==> src/bcp_consts.vh <==
/*
  Constants for the six-step commutation and protection block.
  Assumes a single 125 MHz system clock; hall and control pins may be asynchronous.
*/
`ifndef BCP_CONSTS_VH
`define BCP_CONSTS_VH

// Drive output levels
`define BCP_HI_OFF      1'h1
`define BCP_LO_OFF      1'h0

// Positions of the hall code bits {a,b,c}
`define BCP_HALL_A      2
`define BCP_HALL_B      1
`define BCP_HALL_C      0

// Phase one-hot indices
`define BCP_PH_A        3'h4
`define BCP_PH_B        3'h2
`define BCP_PH_C        3'h1
`define BCP_PH_NONE     3'h0

// Reset values of the output registers
`define BCP_HI_RST      3'h7
`define BCP_LO_RST      3'h0

// Latch levels, also their reset value
`define BCP_LATCH_SET   1'h1
`define BCP_LATCH_CLR   1'h0

`endif

==> src/bcp_commutation.v <==
/*
  Six-step commutation decoder with dual-latch PWM and protection gating.
  Assumes the hall, direction, phasing and enable pins are asynchronous
  and synchronises them here; the analog comparators and oscillator sit
  outside and deliver single-bit indications already on clk_in.
*/
`timescale 1ns/10ps
`include "bcp_consts.vh"

// Contract
// - Phasing select high means 60 degree decode
// - Forward codes map to fixed high/low pairs
// - Reverse direction swaps high and low phases
// - High-side outputs active low, low-side high
// - Invalid sensor code turns all drives off
// - Enable low turns all drives off
// - Current sense high turns all drives off
// - Overcurrent holds drive off rest of cycle
// - Overcurrent resets the current-limit latch
// - At most one conduction pulse per cycle
// - Cycle start sets both latches
// - PWM latch gates only low-side outputs
// - Any undervoltage flag forces drives off
// - Over-temperature shuts all drives off
module bcp_commutation
(
  // Clock and reset
  input  wire clk_in,
  input  wire sys_rst_in,
  // Hall sensors
  input  wire hall_input_a_in,
  input  wire hall_input_b_in,
  input  wire hall_input_c_in,
  // Control
  input  wire phasing_60_in,
  input  wire dir_fwd_in,
  input  wire enable_in,
  // Oscillator and comparators
  input  wire cycle_start_in,
  input  wire ramp_above_cmd_in,
  input  wire current_sense_in,
  // Protection flags
  input  wire supply_uv_in,
  input  wire ref_uv_in,
  input  wire over_temp_in,
  // High-side drives, active low
  output reg  phase_a_high_drive_n_out,
  output reg  phase_b_high_drive_n_out,
  output reg  phase_c_high_drive_n_out,
  // Low-side drives, active high
  output reg  phase_a_low_drive_out,
  output reg  phase_b_low_drive_out,
  output reg  phase_c_low_drive_out,
  // Latch status
  output reg  pwm_latch_out,
  output reg  ilim_latch_out
);

  // Pin synchronisers: hall a,b,c, phasing, direction, enable
  reg  [5:0] pin_meta_r;
  reg  [5:0] pin_sync_r;
  wire [5:0] pin_raw;
  wire       sel60_s;
  wire       fwd_s;
  wire       en_s;

  // Per-mode decode results, one-hot phase as {A,B,C}
  reg  [2:0] hi60_sel;
  reg  [2:0] lo60_sel;
  reg        ok60;
  reg  [2:0] hi120_sel;
  reg  [2:0] lo120_sel;
  reg        ok120;
  wire [2:0] hall_code;
  wire [2:0] hi_sel;
  wire [2:0] lo_sel;
  wire       code_ok;
  wire [2:0] hi_ph;
  wire [2:0] lo_ph;

  // Protection gating and the two latches
  wire       uv_any;
  wire       fault;
  wire       gate_all;
  reg        pwm_latch_r;
  reg        pwm_latch_nxt;
  reg        ilim_latch_r;
  reg        ilim_latch_nxt;
  reg  [2:0] hi_drv_nxt;
  reg  [2:0] lo_drv_nxt;

  // Pins gathered so one pair of stages covers them all
  assign pin_raw = {hall_input_a_in, hall_input_b_in, hall_input_c_in,
                    phasing_60_in, dir_fwd_in, enable_in};

  // Two stages with no reset, so pins stay tracked through a reset.
  // Only the second stage is read; the first may go metastable.
  // Hall codes step one bit at a time, so bits crossing apart still
  // give the old code or the new one, never a third.
  always @(posedge clk_in)
  begin
    pin_meta_r <= pin_raw;
    pin_sync_r <= pin_meta_r;
  end

  // Settled pin values under their own names
  assign hall_code = pin_sync_r[5:3];
  assign sel60_s   = pin_sync_r[2];
  assign fwd_s     = pin_sync_r[1];
  assign en_s      = pin_sync_r[0];

  // 60 degree table, pairs given as high phase / low phase
  // Codes listed in rotor order for forward rotation
  always @*
  begin
    hi60_sel = `BCP_PH_NONE;
    lo60_sel = `BCP_PH_NONE;
    ok60     = 1'h1;
    case (hall_code)
      // Code 100: A high, C low
      3'h4:
      begin
        hi60_sel = `BCP_PH_A;
        lo60_sel = `BCP_PH_C;
      end
      // Code 110: B high, C low
      3'h6:
      begin
        hi60_sel = `BCP_PH_B;
        lo60_sel = `BCP_PH_C;
      end
      // Code 111: B high, A low
      3'h7:
      begin
        hi60_sel = `BCP_PH_B;
        lo60_sel = `BCP_PH_A;
      end
      // Code 011: C high, A low
      3'h3:
      begin
        hi60_sel = `BCP_PH_C;
        lo60_sel = `BCP_PH_A;
      end
      // Code 001: C high, B low
      3'h1:
      begin
        hi60_sel = `BCP_PH_C;
        lo60_sel = `BCP_PH_B;
      end
      // Code 000: A high, B low
      3'h0:
      begin
        hi60_sel = `BCP_PH_A;
        lo60_sel = `BCP_PH_B;
      end
      // Open or shorted sensor line
      3'h5: ok60 = 1'h0;
      3'h2: ok60 = 1'h0;
      default: ok60 = 1'h0;
    endcase
  end

  // 120 degree table, same pairs as the 60 degree one
  // Only the third and sixth codes differ between the two
  always @*
  begin
    hi120_sel = `BCP_PH_NONE;
    lo120_sel = `BCP_PH_NONE;
    ok120     = 1'h1;
    case (hall_code)
      // Code 100: A high, C low
      3'h4:
      begin
        hi120_sel = `BCP_PH_A;
        lo120_sel = `BCP_PH_C;
      end
      // Code 110: B high, C low
      3'h6:
      begin
        hi120_sel = `BCP_PH_B;
        lo120_sel = `BCP_PH_C;
      end
      // Code 010: B high, A low
      3'h2:
      begin
        hi120_sel = `BCP_PH_B;
        lo120_sel = `BCP_PH_A;
      end
      // Code 011: C high, A low
      3'h3:
      begin
        hi120_sel = `BCP_PH_C;
        lo120_sel = `BCP_PH_A;
      end
      // Code 001: C high, B low
      3'h1:
      begin
        hi120_sel = `BCP_PH_C;
        lo120_sel = `BCP_PH_B;
      end
      // Code 101: A high, B low
      3'h5:
      begin
        hi120_sel = `BCP_PH_A;
        lo120_sel = `BCP_PH_B;
      end
      // Open or shorted sensor line
      3'h7: ok120 = 1'h0;
      3'h0: ok120 = 1'h0;
      default: ok120 = 1'h0;
    endcase
  end

  // Both tables run every cycle; the select only picks one.
  // Selecting late keeps each table a plain constant case.
  assign hi_sel  = sel60_s ? hi60_sel : hi120_sel;
  assign lo_sel  = sel60_s ? lo60_sel : lo120_sel;
  assign code_ok = sel60_s ? ok60 : ok120;

  // Reverse simply exchanges which phase goes high and which goes low.
  // Invalid codes stay invalid in either direction.
  assign hi_ph = fwd_s ? hi_sel : lo_sel;
  assign lo_ph = fwd_s ? lo_sel : hi_sel;

  // Any protection condition blocks both sides outright.
  // Undervoltage and over-temperature act alike: all switches off.
  assign uv_any   = supply_uv_in | ref_uv_in;
  assign fault    = uv_any | over_temp_in;
  assign gate_all = en_s & code_ok & ~fault;

  // Dual latch: cycle start sets, comparators reset. Reset wins over a
  // simultaneous set so a sense pulse at cycle start is never missed.
  always @*
  begin
    pwm_latch_nxt  = pwm_latch_r;
    ilim_latch_nxt = ilim_latch_r;
    // Oscillator cycle start re-arms both latches
    if (cycle_start_in)
    begin
      pwm_latch_nxt  = `BCP_LATCH_SET;
      ilim_latch_nxt = `BCP_LATCH_SET;
    end
    // Comparator resets come after the set so they dominate
    if (ramp_above_cmd_in)
      pwm_latch_nxt = `BCP_LATCH_CLR;
    if (current_sense_in)
      ilim_latch_nxt = `BCP_LATCH_CLR;
  end

  // Current sense also kills drive in the same cycle, not one later
  always @*
  begin
    hi_drv_nxt = `BCP_HI_RST;
    lo_drv_nxt = `BCP_LO_RST;
    // Drive only with enable, a valid code, no fault, latch set
    if (gate_all && !current_sense_in && ilim_latch_nxt)
    begin
      hi_drv_nxt = ~hi_ph;
      // PWM chops the low side only, the high side stays on
      if (pwm_latch_nxt)
        lo_drv_nxt = lo_ph;
    end
  end

  // Latch state and its status copies; reset waits for a cycle start
  always @(posedge clk_in)
  begin
    if (sys_rst_in)
    begin
      pwm_latch_r    <= `BCP_LATCH_CLR;
      ilim_latch_r   <= `BCP_LATCH_CLR;
      pwm_latch_out  <= `BCP_LATCH_CLR;
      ilim_latch_out <= `BCP_LATCH_CLR;
    end
    else
    begin
      pwm_latch_r    <= pwm_latch_nxt;
      ilim_latch_r   <= ilim_latch_nxt;
      pwm_latch_out  <= pwm_latch_nxt;
      ilim_latch_out <= ilim_latch_nxt;
    end
  end

  // Registered drives; reset leaves every switch off
  always @(posedge clk_in)
  begin
    if (sys_rst_in)
    begin
      // High side off is a 1
      phase_a_high_drive_n_out <= `BCP_HI_OFF;
      phase_b_high_drive_n_out <= `BCP_HI_OFF;
      phase_c_high_drive_n_out <= `BCP_HI_OFF;
      // Low side off is a 0
      phase_a_low_drive_out    <= `BCP_LO_OFF;
      phase_b_low_drive_out    <= `BCP_LO_OFF;
      phase_c_low_drive_out    <= `BCP_LO_OFF;
    end
    else
    begin
      // High side, low-true one-hot
      phase_a_high_drive_n_out <= hi_drv_nxt[`BCP_HALL_A];
      phase_b_high_drive_n_out <= hi_drv_nxt[`BCP_HALL_B];
      phase_c_high_drive_n_out <= hi_drv_nxt[`BCP_HALL_C];
      // Low side, high-true one-hot
      phase_a_low_drive_out    <= lo_drv_nxt[`BCP_HALL_A];
      phase_b_low_drive_out    <= lo_drv_nxt[`BCP_HALL_B];
      phase_c_low_drive_out    <= lo_drv_nxt[`BCP_HALL_C];
    end
  end

endmodule

==> config.mk <==
export PLATFORM = sky130hd
export DESIGN_NAME = bcp_commutation
export DESIGN_NICKNAME = d
export VERILOG_FILES = /design/src/bcp_commutation.v
export VERILOG_INCLUDE_DIRS = /design/src
export SDC_FILE = /design/constraint.sdc
export NUM_CORES = 1
export LEC_CHECK = 0
export BUFFER_PORTS_ARGS = -buffer_cell sky130_fd_sc_hd__buf_2
export CORE_UTILIZATION = 46
export CTS_CLUSTER_SIZE = 28
export DETAILED_ROUTE_END_ITERATION = 8
export PLACE_DENSITY = 0.7
export SETUP_SLACK_MARGIN = 0.5
export SLEW_MARGIN = 10
export SYNTH_ARGS = -nofsm -noshare
export SYNTH_HDL_FRONTEND = slang
export SYNTH_SLANG_ARGS = --single-unit
export TNS_END_PERCENT = 100
==> constraint.sdc <==
create_clock -name clk_in -period 1.73 [get_ports clk_in]
set_input_delay 0.346 -clock clk_in [delete_from_list [all_inputs] [get_ports clk_in]]
set_output_delay 0.346 -clock clk_in [all_outputs]
set_load 0.01 [all_outputs]
==> results.toml <==
[status]
status = "completed"

[pwr]
leakagePower_nw = 0.385
pwr-share-seq_pct = 53.0
clockPowerShare_pct = 39.1
vdd_drop_max_mv = 0.850
p_int_w = 0.000752
powerDensity_nw_per_um2 = 1020
p_switching_w = 0.000177
comb_power_share_pct = 7.9
sw_frac_of_total_pct = 19.0

[setup_path]
crit_path_top_delay_cell = "or4_4"
required_ns = 1.95
path_max_fanout = 4
arrival_ns = 1.42
max_stage_delay_ns = 0.41
crit_path_end_kind = "flop"
path_delay_family = "simple AND/OR/NAND/NOR gates"
path_class = "reg -> reg"
start_kind = "flop"
cp_cell_sequence = "and2_4 -> or4_4 -> a211oi_2"
worst-path-buf-inv = 0

[layout]
num_antenna_cells = 0
drive_above_1_share_pct = 48.3
syn_to_final_growth_pct = 32.8
fin_nets = 102

[flow_run]
max_cap_violations = 0

[clocking]
clk_latency_ns = 0.29
cts_buffers = 3
clock-sinks = 20
cts-root-buf = "clkbuf_4"
clk_pin_slew_worst_paths_ns = 0.10
h-tree-depth = 1
cts_tree = "done"
ctsLongestPathBuffers = 2

[drt]
finalWirelength_um = 1090
vias = 539
wl_per_cell_um = 10.6
drt_pre_antenna_iters = 4
drt_iter0_markers = 12
ant_nets = 0
drc_errors = 0
post_drt_via_cell_ratio = 5.28

[timing]
hold_viol = 0
tightest_slew_ns = 0.245
finalClockSkew_ns = 0.00232
post-route-min-period_ns = 1.19
rsz0062_at_grt = "yes"
slew_violations = 0
setup_ws_ns = 0.537
period_share_pct = 69.0
hold_ws_ns = 0.142
max_slew_margin_pct = 83.3
tns_ns = 0
max_freq_mhz = 838
setup_viol = 0

[yosys]
synth_area_per_cell_um2 = 11.1
synth_cell_type_count = 30
syn_area_um2 = 686
async_flop_share_pct = 0
seq_area_frac_synth_pct = 58.4
syn-num-nets = 76
netlist_instances = 62
synth-edff-count = 0
synth_seq_cells = 20
ys.flop_type = "dfxtp_1"
yosys_warnings = 0

[floorplan]
dieHeight_um = 40.6
pin_count = 22
placeableCoreArea_um2 = 1350
die_x_um = 40.6
initial_core_util_pct = 50.8
dieArea_um2 = 1650
fp-row-count = 13

[global_route]
grt_first_pass_wirelength_um = 1520
gr-total-overflow = 0
grtUsageTotal_pct = 15.0
antenna_found_initial = 0
first_global_vias = 364
grt_max_degree = 13

[placement]
place_congestion = 0.779
dp_hpwl_um = 762
pre_cts_ws_ns = 0.288
io_buffers = 21

[worst_hold_path]
hp-class = "in -> reg"
[cell usage after synthesis, drive strengths merged, types with 2 or more instances]
cell,count,area [µm²]
dfxtp,20,400
nor2,4,17.5
o211ai,4,30.0
a211oi,3,27.5
inv,2,7.51
nand2,2,7.51
nand2b,2,12.5
nor2b,2,12.5
nor3,2,10.0
nor3b,2,15.0
nor4,2,12.5
[flip-flops by register name (all words and copies together), names as in the netlist]
name / cells
phase_c_low_drive_out: 1
pwm_latch_r: 1
phase_a_high_drive_n_out: 1
ilim_latch_r: 1
phase_c_high_drive_n_out: 1
phase_a_low_drive_out: 1
phase_b_low_drive_out: 1
pin_meta_r: 6
phase_b_high_drive_n_out: 1
pin_sync_r: 6
[stage by stage]
stage / total power, W / std cells / util (%) / cell area [µm²]
after global placement: 0.000562 / 96 / 59.3 / 801
after CTS: 0.000934 / 101 / 65.7 / 887
after global routing: 0.000966 / 102 / 67.5 / 911
final: 0.000929 / 102 / 67.5 / 911
after detailed placement: 0.000563 / 96 / 59.3 / 801
after floorplan: 0.000540 / 62 / - / 686
[metal layers]
| metal | vias to the layer above | routed length, µm | global-route usage [%] |
|---|---|---|---|
| met2 | 19 | 539 | 21.8 |
| met3 | 2 | 63 | 10.0 |
| met5 | - | 0 | 0 |
| li1 | 272 | - | - |
| met1 | 246 | 478 | 16.6 |
| met4 | 0 | 5 | 7.50 |
[path summary, 6_finish.rpt]
path | startpoint | endpoint | slack, ns | depth (start not counted)
hold / removal | phasing_60_in | pin_meta_r[2]$_DFF_P_ | 0.14 | 1
setup / recovery | pin_sync_r[2]$_DFF_P_ | phase_a_low_drive_out$_SDFF_PP0_ | 0.54 | 3
hold reg to reg | pin_meta_r[3]$_DFF_P_ | pin_sync_r[3]$_DFF_P_ | 0.33 | 0
setup reg to reg | pin_sync_r[2]$_DFF_P_ | phase_a_low_drive_out$_SDFF_PP0_ | 0.54 | 3
[placed cells by master (no fill, tap or decap), types with 2 or more instances in the layout]
cell type  netlist  layout
dfxtp_4          0       2
a211oi_1         2       2
nand2_1          2       2
dfxtp_1         20      15
o211ai_1         4       4
nor2b_1          2       2
clkbuf_4         0       3
dfxtp_2          0       3
inv_1            2       2
nand2b_1         2       2
nor3_1           2       2
buf_2            1      21
nor2_1           3       3
buf_4            0       2
[power by group through the flow]
stage | registers, W | clock network [W] | logic [W]
2_1_floorplan | 0.000497 | 0 | 0.0000428
3_3_place_gp | 0.000502 | 0 | 0.0000598
3_5_place_dp | 0.000502 | 0 | 0.0000608
4_1_cts | 0.000492 | 0.000373 | 0.0000689
5_1_grt | 0.000496 | 0.000390 | 0.0000808
6_report | 0.000492 | 0.000364 | 0.0000734
[final cells by class]
| cell class | instances | area, µm² |
|---|---|---|
| clock inverter | 1 | 30.0 |
| tap | 15 | 18.8 |
| multi-input combinational | 38 | 300 |
| timing repair buffer | 23 | 120 |
| sequential | 20 | 412 |
| fill | 112 | 439 |
| inverter | 2 | 7.51 |
| clock buffer | 3 | 22.5 |
[repair_timing]
| action | in CTS | in global routing |
|---|---|---|
| endpoints found under the setup margin | 6 | 6 |
| resized for setup | 9 | 4 |
| hold buffers | 0 | 0 |
| pin swaps | 0 | 2 |
| buffers inserted | 1 | 1 |
[logic make-up (layout without fill, tap and decap cells)]
kind of cell	after synthesis	in the layout	share of synthesized area, %
buffers and inverters	4	29	2.37
and+or+nand+nor	24	24	21.9
muxes	2	2	3.10
xor gates and xnor gates	1	1	1.28
DFF	20	20	58.4
AOI/OAI and AO/OA	11	11	13.0
Power figures use the tool's default switching activity.
